--- src/hw/ocs_consts.vh ---
/*
 * Constants for the optical module channel control and status bank:
 * APB register offsets, field positions, reset values and code limits.
 * Assumes byte addressing on a 32-bit APB and ten lanes per direction.
 */
`ifndef OCS_CONSTS_VH
`define OCS_CONSTS_VH

// ==========================================================================
// Geometry
`define OCS_NCH            10
`define OCS_ADDR_W         8

// ==========================================================================
// Register byte offsets
`define OCS_TX_CTRL        8'h00
`define OCS_RX_CTRL        8'h04
`define OCS_TX_EQ_LO       8'h08
`define OCS_TX_EQ_HI       8'h0C
`define OCS_RX_DE_LO       8'h10
`define OCS_RX_DE_HI       8'h14
`define OCS_RX_AMP_LO      8'h18
`define OCS_RX_AMP_HI      8'h1C
`define OCS_TX_FLAG        8'h20
`define OCS_RX_FLAG        8'h24
`define OCS_ALARM_FLAG     8'h28
`define OCS_TX_MASK        8'h2C
`define OCS_RX_MASK        8'h30
`define OCS_ALARM_MASK     8'h34
`define OCS_STATUS         8'h38
`define OCS_MON_BIAS       8'h3C
`define OCS_MON_LIGHT      8'h40
`define OCS_MON_TEMP_VCC   8'h44
`define OCS_MON_RXPWR      8'h48

// ==========================================================================
// Field positions inside the control words
`define OCS_POL_LSB        0
`define OCS_DEACT_LSB      10
`define OCS_SQDIS_LSB      20
`define OCS_TXFLT_LSB      10

// ==========================================================================
// Reset values and code limits
`define OCS_CTRL_RST       32'h00000000
`define OCS_CODE_RST       4'h0
`define OCS_MASK_RST       20'h00000
`define OCS_CODE_MAX       4'h7

`endif

--- src/hw/ocs_ctrl_status.v ---
/*
 * Channel control and status register bank of a ten-lane optical module,
 * reached over APB. Holds per-lane controls, live monitor views and latched
 * clear-on-read flags that drive one maskable interrupt line.
 * Assumes lane detectors, fault detectors, alarm comparators and monitor
 * ADC words arrive synchronous to clk from the analog front end.
 */
// Operation
// Ten independent transmit and receive channels
// Flags latch and stay set
// Reading flag register clears its flags
// Each source maskable, flag still latches
// Unmasked set flag raises interrupt output
// Threshold crossing sets alarm flag, requests interrupt
// Tx loss and fault flags per channel
// Rx optical loss flag per channel
// Tx loss squelches output unless disabled
// Tx squelch uses loss detector threshold
// Fault or deactivation disables Tx channel
// Rx squelch on loss or deactivation
// Tx polarity, deactivate, squelch disable, equalization
// Rx polarity, deactivate, squelch, amplitude, de-emphasis
// Four-bit Tx equalization code per channel
// Equalization codes with top bit reserved
// Four-bit Rx de-emphasis code per channel
// De-emphasis codes with top bit reserved
// Bias, light power, temperature, supply readable; only bits [31:0] of bias and light power, lanes 0-3, are readable
// Rx optical power readable per channel; only mon_rx_power[31:0], lanes 0-3, is readable
// Status, alarm, fault readable by host
// Interrupt drops when no unmasked flag
// Host never writes reserved codes
`timescale 1ns/1ps
`default_nettype none
`include "ocs_consts.vh"

module ocs_ctrl_status (
    input  wire        clk,
    input  wire        reset,
    input  wire        psel,
    input  wire        penable,
    input  wire        pwrite,
    input  wire [7:0]  paddr,
    input  wire [31:0] pwdata,
    output reg  [31:0] prdata,
    output wire        pready,
    output wire        pslverr,
    input  wire [9:0]  tx_signal_loss,
    input  wire [9:0]  tx_fault,
    input  wire [9:0]  rx_signal_loss,
    input  wire [19:0] alarm_cond,
    input  wire [79:0] mon_bias,
    input  wire [79:0] mon_light_output_power,
    input  wire [79:0] mon_rx_power,
    input  wire [7:0]  mon_temp,
    input  wire [7:0]  mon_vcc,
    output reg  [9:0]  tx_pol_flip,
    output reg  [9:0]  tx_enable,
    output reg  [9:0]  rx_pol_flip,
    output reg  [9:0]  rx_out_enable,
    output reg  [39:0] tx_eq_code,
    output reg  [39:0] rx_deemph_code,
    output reg  [39:0] rx_amp_code,
    output reg         int_n
);

    // ======================================================================
    // Bus decode
    wire        acc   = psel & penable;
    wire        wr_en = acc & pwrite;
    wire        rd_en = acc & ~pwrite;

    reg         hit;
    always @* begin
        case (paddr)
            `OCS_TX_CTRL, `OCS_RX_CTRL, `OCS_TX_EQ_LO, `OCS_TX_EQ_HI,
            `OCS_RX_DE_LO, `OCS_RX_DE_HI, `OCS_RX_AMP_LO, `OCS_RX_AMP_HI,
            `OCS_TX_FLAG, `OCS_RX_FLAG, `OCS_ALARM_FLAG, `OCS_TX_MASK,
            `OCS_RX_MASK, `OCS_ALARM_MASK, `OCS_STATUS, `OCS_MON_BIAS,
            `OCS_MON_LIGHT, `OCS_MON_TEMP_VCC, `OCS_MON_RXPWR: hit = 1'b1;
            default: hit = 1'b0;
        endcase
    end

    // Zero wait states; unmapped addresses answer with an error
    assign pready  = 1'b1;
    assign pslverr = acc & ~hit;

    // ======================================================================
    // Control registers
    reg  [31:0] tx_ctrl;
    reg  [31:0] rx_ctrl;
    reg  [39:0] tx_eq;
    reg  [39:0] rx_de;
    reg  [39:0] rx_amp;
    reg  [19:0] tx_mask;
    reg  [9:0]  rx_mask;
    reg  [19:0] alarm_mask;

    always @(posedge clk or posedge reset) begin
        if (reset) begin
            tx_ctrl    <= `OCS_CTRL_RST;
            rx_ctrl    <= `OCS_CTRL_RST;
            tx_eq      <= {10{`OCS_CODE_RST}};
            rx_de      <= {10{`OCS_CODE_RST}};
            rx_amp     <= {10{`OCS_CODE_RST}};
            tx_mask    <= `OCS_MASK_RST;
            rx_mask    <= 10'h000;
            alarm_mask <= `OCS_MASK_RST;
        end else if (wr_en) begin
            case (paddr)
                `OCS_TX_CTRL:    tx_ctrl <= {2'b00, pwdata[29:0]};
                `OCS_RX_CTRL:    rx_ctrl <= {2'b00, pwdata[29:0]};
                `OCS_TX_EQ_LO:   tx_eq[31:0] <= pwdata;
                `OCS_TX_EQ_HI:   tx_eq[39:32] <= pwdata[7:0];
                `OCS_RX_DE_LO:   rx_de[31:0] <= pwdata;
                `OCS_RX_DE_HI:   rx_de[39:32] <= pwdata[7:0];
                `OCS_RX_AMP_LO:  rx_amp[31:0] <= pwdata;
                `OCS_RX_AMP_HI:  rx_amp[39:32] <= pwdata[7:0];
                `OCS_TX_MASK:    tx_mask <= pwdata[19:0];
                `OCS_RX_MASK:    rx_mask <= pwdata[9:0];
                `OCS_ALARM_MASK: alarm_mask <= pwdata[19:0];
                default: ;
            endcase
        end
    end

    // ======================================================================
    // Lane outputs, one instance per lane
    genvar g;
    generate
        for (g = 0; g < `OCS_NCH; g = g + 1) begin : lane
            wire [3:0] eq = tx_eq[4*g+3:4*g];
            wire [3:0] de = rx_de[4*g+3:4*g];
            always @(posedge clk or posedge reset) begin
                if (reset) begin
                    tx_pol_flip[g]          <= 1'b0;
                    rx_pol_flip[g]          <= 1'b0;
                    tx_enable[g]            <= 1'b0;
                    rx_out_enable[g]        <= 1'b0;
                    tx_eq_code[4*g+3:4*g]   <= `OCS_CODE_RST;
                    rx_deemph_code[4*g+3:4*g] <= `OCS_CODE_RST;
                    rx_amp_code[4*g+3:4*g]  <= `OCS_CODE_RST;
                end else begin
                    tx_pol_flip[g] <= tx_ctrl[`OCS_POL_LSB+g];
                    rx_pol_flip[g] <= rx_ctrl[`OCS_POL_LSB+g];
                    // Same loss detector feeds squelch and flag
                    tx_enable[g] <= ~tx_fault[g] & ~tx_ctrl[`OCS_DEACT_LSB+g]
                        & ~(tx_signal_loss[g] & ~tx_ctrl[`OCS_SQDIS_LSB+g]);
                    rx_out_enable[g] <= ~rx_ctrl[`OCS_DEACT_LSB+g]
                        & ~(rx_signal_loss[g] & ~rx_ctrl[`OCS_SQDIS_LSB+g]);
                    // A reserved code is clamped to full scale so the lane never sees it
                    tx_eq_code[4*g+3:4*g] <= eq[3] ? `OCS_CODE_MAX : eq;
                    rx_deemph_code[4*g+3:4*g] <= de[3] ? `OCS_CODE_MAX : de;
                    rx_amp_code[4*g+3:4*g] <= rx_amp[4*g+3:4*g];
                end
            end
        end
    endgenerate

    // ======================================================================
    // Latched flags, cleared on read; a new event in the read cycle wins
    reg  [19:0] tx_flag;
    reg  [9:0]  rx_flag;
    reg  [19:0] alarm_flag;
    wire [19:0] tx_ev = {tx_fault, tx_signal_loss};

    always @(posedge clk or posedge reset) begin
        if (reset) begin
            tx_flag    <= 20'h00000;
            rx_flag    <= 10'h000;
            alarm_flag <= 20'h00000;
        end else begin
            tx_flag <= ((rd_en && paddr == `OCS_TX_FLAG) ? 20'h00000 : tx_flag)
                       | tx_ev;
            rx_flag <= ((rd_en && paddr == `OCS_RX_FLAG) ? 10'h000 : rx_flag)
                       | rx_signal_loss;
            alarm_flag <= ((rd_en && paddr == `OCS_ALARM_FLAG) ? 20'h00000 : alarm_flag)
                          | alarm_cond;
        end
    end

    // Interrupt is a registered active-low output driven high and low; masked bits still latch
    wire irq = |(tx_flag & ~tx_mask) | |(rx_flag & ~rx_mask)
               | |(alarm_flag & ~alarm_mask);
    always @(posedge clk or posedge reset) begin
        if (reset)
            int_n <= 1'b1;
        else
            int_n <= ~irq;
    end

    // ======================================================================
    // Read data
    always @* begin
        prdata = 32'h00000000;
        if (rd_en) begin
            case (paddr)
                `OCS_TX_CTRL:      prdata = tx_ctrl;
                `OCS_RX_CTRL:      prdata = rx_ctrl;
                `OCS_TX_EQ_LO:     prdata = tx_eq[31:0];
                `OCS_TX_EQ_HI:     prdata = {24'h000000, tx_eq[39:32]};
                `OCS_RX_DE_LO:     prdata = rx_de[31:0];
                `OCS_RX_DE_HI:     prdata = {24'h000000, rx_de[39:32]};
                `OCS_RX_AMP_LO:    prdata = rx_amp[31:0];
                `OCS_RX_AMP_HI:    prdata = {24'h000000, rx_amp[39:32]};
                `OCS_TX_FLAG:      prdata = {12'h000, tx_flag};
                `OCS_RX_FLAG:      prdata = {22'h0, rx_flag};
                `OCS_ALARM_FLAG:   prdata = {12'h000, alarm_flag};
                `OCS_TX_MASK:      prdata = {12'h000, tx_mask};
                `OCS_RX_MASK:      prdata = {22'h0, rx_mask};
                `OCS_ALARM_MASK:   prdata = {12'h000, alarm_mask};
                `OCS_STATUS:       prdata = {2'b00, rx_signal_loss, tx_fault,
                                             tx_signal_loss};
                `OCS_MON_BIAS:     prdata = mon_bias[31:0];
                `OCS_MON_LIGHT:    prdata = mon_light_output_power[31:0];
                `OCS_MON_TEMP_VCC: prdata = {16'h0000, mon_vcc, mon_temp};
                `OCS_MON_RXPWR:    prdata = mon_rx_power[31:0];
                default:           prdata = 32'h00000000;
            endcase
        end
    end

endmodule // ocs_ctrl_status
`default_nettype wire

--- config.mk ---
export PLATFORM = sky130hd
export DESIGN_NAME = ocs_ctrl_status
export DESIGN_NICKNAME = d
export VERILOG_FILES = /design/src/hw/ocs_ctrl_status.v
export VERILOG_INCLUDE_DIRS = /design/src /design/src/hw
export SDC_FILE = /design/constraint.sdc
export NUM_CORES = 1
export LEC_CHECK = 0
export BUFFER_PORTS_ARGS = -buffer_cell sky130_fd_sc_hd__buf_4
export CAP_MARGIN = 20
export CORE_MARGIN = 3
export CORE_UTILIZATION = 31
export DETAILED_ROUTE_END_ITERATION = 16
export PLACE_DENSITY = 0.48
export SLEW_MARGIN = 20
export SYNTH_ARGS = -nofsm -noshare
export SYNTH_HDL_FRONTEND = slang
export SYNTH_SLANG_ARGS = --single-unit
export TNS_END_PERCENT = 30
--- constraint.sdc ---
create_clock -name clk -period 23.6 [get_ports clk]
set_input_delay 3.54 -clock clk [delete_from_list [all_inputs] [get_ports clk]]
set_output_delay 3.54 -clock clk [all_outputs]
set_load 0.02 [all_outputs]
==> impl_metrics.json, run 1 <==
{
  "status": "finished clean",
  "p_leak_nw": 11.7,
  "critPathRequiredTime_ns": 20.06,
  "nNetsFinal": 2240,
  "die_x_um": 252,
  "clockBufferDepth": 3,
  "crit_chain": "buf_4, buf_4, and4bb_2, and2_0, buf_4, a22o_1, a211oi_1, a31oi_1, buf_4",
  "synth-warning-count": 0,
  "place.gp.congestion": 0.916,
  "antenna_found_initial": 4,
  "drv_slew": 0,
  "seqPwrFrac_pct": 45.6,
  "critical_path_class": "in -> out",
  "finalHoldViolCount": 0,
  "fin_util_pct": 40.3,
  "worst_skew_pair.late_latency_ns": 0.60,
  "ctsHoldBuffers": 0,
  "synthArstFlopShare_pct": 100,
  "max_freq_mhz": 94.0,
  "cts.htree.levels": 2,
  "ys_ff_latch": 421,
  "io_buffers": 380,
  "area_growth_pct": 27.6,
  "routedWlPerCell_um": 32.0,
  "netlist_area_um2": 18700,
  "start_kind": "input port",
  "drv_cap": 0,
  "synth_edf_count": 0,
  "cts_tree": "done",
  "final_common_cell": "dfrtp_1",
  "swShare_pct": 24.9,
  "io_pins": 546,
  "start_util_pct": 31.6,
  "ys_seq_area_share_pct": 56.2,
  "grt_pass1_vias": 15500,
  "pwr-share-clk_pct": 45.9,
  "vias": 15000,
  "tightest_slew_ns": 1.08,
  "dr.pass1.iters": 5,
  "period_share_pct": 45.1,
  "p_int_mw": 1.22,
  "combPwrFrac_pct": 8.4,
  "fp-row-count": 89,
  "final_cell_mix": "dfrtp_1 (420), buf_4 (415), mux2_2 (178)",
  "synth_flop_cell": "dfrtp_1",
  "clock-skew-final_ns": 0.0199,
  "cp.buffers_inverters": 4,
  "die_area_um2": 63400,
  "cts.clk_slew.worst_paths_ns": 0.05,
  "drive_gt1_share_pct": 40.7,
  "grt_pass1_wl_mm": 120,
  "hp-class": "reg -> reg",
  "final.min_clock_period_ns": 10.64,
  "grt_usage_pct": 26.7,
  "grt_remaining_overflow": 0,
  "drc": 0,
  "cts-buffers-inserted": 48,
  "critical-path-slowest-cell": "and4bb_2",
  "synth_cell_types": 72,
  "dpl.hpwl_mm": 62.8,
  "post_cts_buffers": 0,
  "fin_tns_setup_ns": 0,
  "avgSynthCellArea_um2": 12.3,
  "path_max_fanout": 38,
  "post-route-cell-area_um2": 23900,
  "timing.hold.ws_ns": 0.394,
  "routed_wl_mm": 86.3,
  "p_per_area_nw_per_um2": 68.2,
  "core_area_um2": 59400,
  "cp_slowest_stage_delay_ns": 0.98,
  "critPathTopFamily": "simple AND/OR/NAND/NOR gates",
  "endpoint_kind": "output port",
  "viasPerCell": 5.56,
  "setup_violations": 0,
  "ir_worst_vdd_mv": 0.0448,
  "cts.sinks": 421,
  "ant_nets": 0,
  "clock-root-buffer": "clkbuf_16",
  "cts_resized": 0,
  "slew_headroom_pct": 28.0,
  "p_sw_mw": 0.406,
  "grt_max_degree": 161,
  "dpl-instance-area_um2": 22300,
  "die_y_um": 252,
  "cp.arrival_ns": 7.10,
  "grt_setup_unrepaired": "false",
  "report.power.total_mw": 1.63,
  "drtIter0Drc": 1385,
  "syn_inst": 1524,
  "critPathMostFrequentCell": "buf_4"
}
-- layer usage --
layer / track usage (%) / part of all wire [%] / vias up
met5: 0 / 0.064 / -
met1: 36.7 / 43 / 7886
met2: 42.2 / 46 / 736
met4: 8.17 / 3.1 / 8
li1: - / - / 6242
met3: 6.29 / 8.0 / 137
-- synthesized netlist by cell type (12+ instances only) --
master    number  area share [%]
mux2_2       178              11
a21o_1        50             2.0
o21ai_0       44             1.2
o22ai_1       33             1.1
nand2_1       78             1.6
a221oi_1      24             1.1
a21oi_1       50             1.3
inv_1         72             1.4
or2_2         61             2.0
nor2_1        39            0.78
clkbuf_1      34            0.68
dfrtp_1      420              56
nor3_1        12            0.32
a211oi_1      13            0.52
mux2_1        21             1.3
mux2i_1       51             2.7
buf_2         46             1.2
a31oi_1       15            0.50
buf_4         33             1.3
a22o_1        28             1.3
nand3_1       16            0.43
mux2_4        20             1.6
a22oi_1       65             2.6
-- power groups by stage --
stage	Clock (mW)	Sequential (mW)	Combinational (mW)
final	0.748	0.743	0.138
after CTS	0.762	0.743	0.138
after detailed placement	0	0.756	0.137
after global routing	0.790	0.744	0.145
after global placement	0	0.756	0.137
after floorplan	0	0.760	0.0540
-- path summary, 6_finish.rpt --
check | startpoint | endpoint | slack, ns | cells past startpoint
worst max-delay path | paddr[4] | prdata[19] | 12.96 | 9
worst min-delay path | rx_ctrl[5] | rx_pol_flip[5] | 0.39 | 0
worst max register to register | alarm_flag[3] | int_n | 21.55 | 5
worst min register to register | rx_ctrl[5] | rx_pol_flip[5] | 0.39 | 0
max in group asynchronous | reset | rx_de[1] | 18.17 | 4
min in group asynchronous | reset | rx_amp[27] | 3.08 | 2
-- final cells by class --
class / count / area (µm²)
Tap cell: 773 / 967
Antenna cell: 1 / 2.50
Sequential cell: 421 / 10500
Inverter: 72 / 278
Clock buffer: 71 / 1390
Fill cell: 5806 / 35500
Clock inverter: 14 / 163
Multi-Input combinational cell: 929 / 7400
Timing Repair Buffer: 417 / 3160
-- per-stage QoR --
step / setup slack [ns] / std cells
after floorplan: 8.34 / 1543
after global placement: 13.05 / 2611
after detailed placement: 13.07 / 2612
after CTS: 13.06 / 2697
after global routing: 12.96 / 2697
final: 12.96 / 2698
-- worst register-to-register path, cell delays in order (launching register included) --
cell       delay (ns)
dfrtp_1          0.47
inv_1            0.11
o22ai_1          0.10
nor4_1           0.43
o2111ai_1        0.25
nor3_1           0.54
-- logic make-up after synthesis --
kind of cell,Yosys count,share of synthesized area (%)
buffers and inverters,193,5.04
flip-flops,421,56.2
AO/OA/AOI/OAI,371,14.1
AND/OR/NAND/NOR,265,8.09
other,2,0.0401
multiplexers,272,16.5
-- registers in the layout (all words and copies together), names as in the netlist, 20 cells and up --
signal and cells:
rx_amp 40, rx_amp_code 40, rx_de 40, tx_eq 40, rx_ctrl 30, rx_deemph_code 30, tx_ctrl 30, tx_eq_code 30
alarm_flag 20, alarm_mask 20, tx_flag 20, tx_mask 20
(Power assumes the default switching activity.)
==> run 2: changes to the inputs <==
--- a/config.mk
+++ b/config.mk
@@ -6,12 +6,13 @@
 export SDC_FILE = /design/constraint.sdc
 export NUM_CORES = 1
 export LEC_CHECK = 0
+export ABC_AREA = 1
 export BUFFER_PORTS_ARGS = -buffer_cell sky130_fd_sc_hd__buf_4
 export CAP_MARGIN = 20
 export CORE_MARGIN = 3
 export CORE_UTILIZATION = 31
 export DETAILED_ROUTE_END_ITERATION = 16
-export PLACE_DENSITY = 0.48
+export PLACE_DENSITY = 0.49
 export SLEW_MARGIN = 20
 export SYNTH_ARGS = -nofsm -noshare
 export SYNTH_HDL_FRONTEND = slang
==> constraint.sdc (replaced) <==
create_clock -name clk -period 10 [get_ports clk]
set_input_delay 1.5 -clock clk [delete_from_list [all_inputs] [get_ports clk]]
set_output_delay 1.5 -clock clk [all_outputs]
set_load 0.02 [all_outputs]
==> impl_metrics.json, run 2 <==
{
  "final.fill_count": 5937,
  "clock-skew-final_ns": 0.0271,
  "worst_slack_ns": 3.89,
  "multi_input_area_um2": 6540,
  "routed_wl_mm": 77.7,
  "critical_path_class": "in -> out",
  "endpoint_kind": "output port",
  "fin_util_pct": 40.6,
  "cts_tree": "done",
  "cp.arrival_ns": 4.61,
  "ff_latch_area_um2": 10500,
  "met3_usage_pct": 5.23,
  "grt_remaining_overflow": 0,
  "synth_cell_types": 27,
  "cts_resized": 0,
  "hp-class": "reg -> reg",
  "r2r-end": "int_n",
  "startpoint": "paddr[7]",
  "dr.pass1.iters": 6,
  "setup_violations": 0,
  "ff2ff_path_depth": 7,
  "grt_pass1_wl_mm": 109,
  "drv_slew": 0,
  "met1_usage_pct": 33.8,
  "swShare_pct": 23.8,
  "yosys.area.top_type": "dfrtp_1",
  "io_pins": 546,
  "final_cell_mix": "nand2_1 (685), dfrtp_1 (420), buf_4 (407)",
  "synth-warning-count": 0,
  "p_leak_nw": 12.3,
  "antenna_found_initial": 4,
  "finalHoldViolCount": 0,
  "yosysMostFrequentCell": "nand2_1",
  "p_int_mw": 2.92,
  "p_sw_mw": 0.913,
  "worst_skew_pair.late_latency_ns": 0.60,
  "drtIter0Drc": 1523,
  "synth_edf_count": 0,
  "avgSynthCellArea_um2": 8.37,
  "busiest_layer": "met2",
  "combPwrFrac_pct": 6.5,
  "ctsHoldBuffers": 0,
  "fp-row-count": 88,
  "die_x_um": 248,
  "period_share_pct": 61.1,
  "grt_max_degree": 159,
  "final.min_clock_period_ns": 6.11,
  "synth.area.top_cells": "dfrtp_1 (58%), nand2_1 (14%), o21ai_0 (8.1%)",
  "synthArstFlopShare_pct": 100,
  "dpl.hpwl_mm": 56.9,
  "grt_pass1_vias": 16000,
  "cts.sinks": 421,
  "ys_seq_area_share_pct": 58.0,
  "io_buffers": 380,
  "tightest_slew_ns": 1.02,
  "die_area_um2": 61600,
  "area_growth_pct": 29.1,
  "pre_cts_ws_ns": 4.08,
  "drv_cap": 0,
  "critical_path.endpoint": "prdata[9]",
  "cts-buffers-inserted": 48,
  "cts.clk_slew.worst_paths_ns": 0.06,
  "viasPerCell": 4.88,
  "ant_nets": 0,
  "path_max_fanout": 19,
  "grt_use_met2_pct": 39.0,
  "netlist_area_um2": 18200,
  "clockBufferDepth": 3,
  "max_freq_mhz": 164,
  "status": "finished clean",
  "core_area_um2": 57800,
  "grt_setup_unrepaired": "false",
  "synth_top_area_share_pct": 57.8,
  "nNetsFinal": 2887,
  "synth_common_cells": "nand2_1 (690), dfrtp_1 (420), o21ai_0 (295), nor2_1 (212), inv_1 (172)",
  "start_util_pct": 31.4,
  "critPathRequiredTime_ns": 8.50,
  "start_kind": "input port",
  "regToRegSetupSlack_ns": 8.30,
  "synth_flop_cell": "dfrtp_1",
  "pwr-share-clk_pct": 47.8,
  "r2r_start": "rx_flag[4]",
  "vias": 16300,
  "syn_inst": 2171,
  "routedWlPerCell_um": 23.2,
  "p_per_area_nw_per_um2": 163,
  "ir_worst_vdd_mv": 0.107,
  "die_y_um": 248,
  "seqPwrFrac_pct": 45.7,
  "final_common_cell": "nand2_1",
  "drc": 0,
  "ys_ff_latch": 421,
  "cts.htree.levels": 2,
  "place.gp.congestion": 0.892,
  "slew_headroom_pct": 31.7,
  "fin_tns_setup_ns": 0,
  "drive_gt1_share_pct": 22.1,
  "grt_usage_pct": 24.7,
  "post_cts_buffers": 0,
  "clock-root-buffer": "clkbuf_16"
}
==> run 2: changes by cell type after synthesis, moves of 28 or more <==
cell,change
nand2_1,+612
o21ai_0,+251
mux2_2,-178
nor2_1,+173
inv_1,+100
a22oi_1,-65
nand3_1,+59
mux2i_1,-51
a21o_1,-50
a22o_1,-28
==> run 2: power groups by stage <==
stage               Combinational (mW)  Clock, mW  Sequential (mW)
finish                           0.248       1.83             1.75
global placement                 0.247          0             1.78
detailed placement               0.250          0             1.78
CTS                              0.250       1.85             1.75
floorplan                       0.0878          0             1.80
global route                     0.269       1.93             1.75
==> run 2: logic make-up (layout without fill, tap and decap cells) <==
| family | after synthesis | after routing | share of synthesized area (%) |
|---|---|---|---|
| and+or+nand+nor | 1057 | 1057 | 23.6 |
| buffers and inverters | 290 | 674 | 6.66 |
| AOI/OAI and AO/OA | 401 | 401 | 11.7 |
| other | 2 | 23 | 0.0413 |
| DFF | 421 | 421 | 58.0 |
==> run 2: final cells by class <==
type	instances	share of cell area, %
inverters	174	2.80
flip-flops and latches	421	44.9
clock inverters	15	0.698
multi-input cells	1479	27.9
repair buffers	412	13.3
well taps	765	4.08
clock buffers	73	6.29
diodes	2	0.0213
==> run 2: routing by layer <==
| metal | up-vias | share of wire [%] |
|---|---|---|
| met5 | - | 0 |
| met4 | 0 | 3.2 |
| met3 | 113 | 8.4 |
| met2 | 732 | 46 |
| met1 | 7882 | 42 |
| li1 | 7562 | - |
==> run 2: through the flow <==
step	cells	cell area (µm²)	power, mW	hold WS [ns]
floorplan	2190	18300	1.88	0.374
global placement	3248	21800	2.03	0.387
detailed placement	3249	21800	2.03	0.387
CTS	3337	23400	3.86	0.401
global route	3340	23500	3.95	0.408
finish	3341	23500	3.83	0.399
==> run 2: worst max-delay path, cell delays in order <==
cell	delay (ns)
buf_4	0.12
inv_1	0.08
nand2_1	0.11
nor2_1	0.78
nand2_2	0.68
o21ai_0	0.36
nor2_1	0.07
nand2_1	0.10
nor2_1	0.05
nor2_1	0.50
buf_4	0.26
==> run 2: worst min path at each step <==
stage | startpoint | endpoint | cells after the start
final | rx_ctrl[1] | rx_pol_flip[1] | 0
after global routing | rx_ctrl[1] | rx_pol_flip[1] | 0
after CTS | rx_amp[25] | rx_amp_code[25] | 0
after detailed placement | rx_amp[10] | rx_amp_code[10] | 0
after global placement | rx_amp[23] | rx_amp_code[23] | 0
after floorplan | rx_ctrl[0] | rx_pol_flip[0] | 0
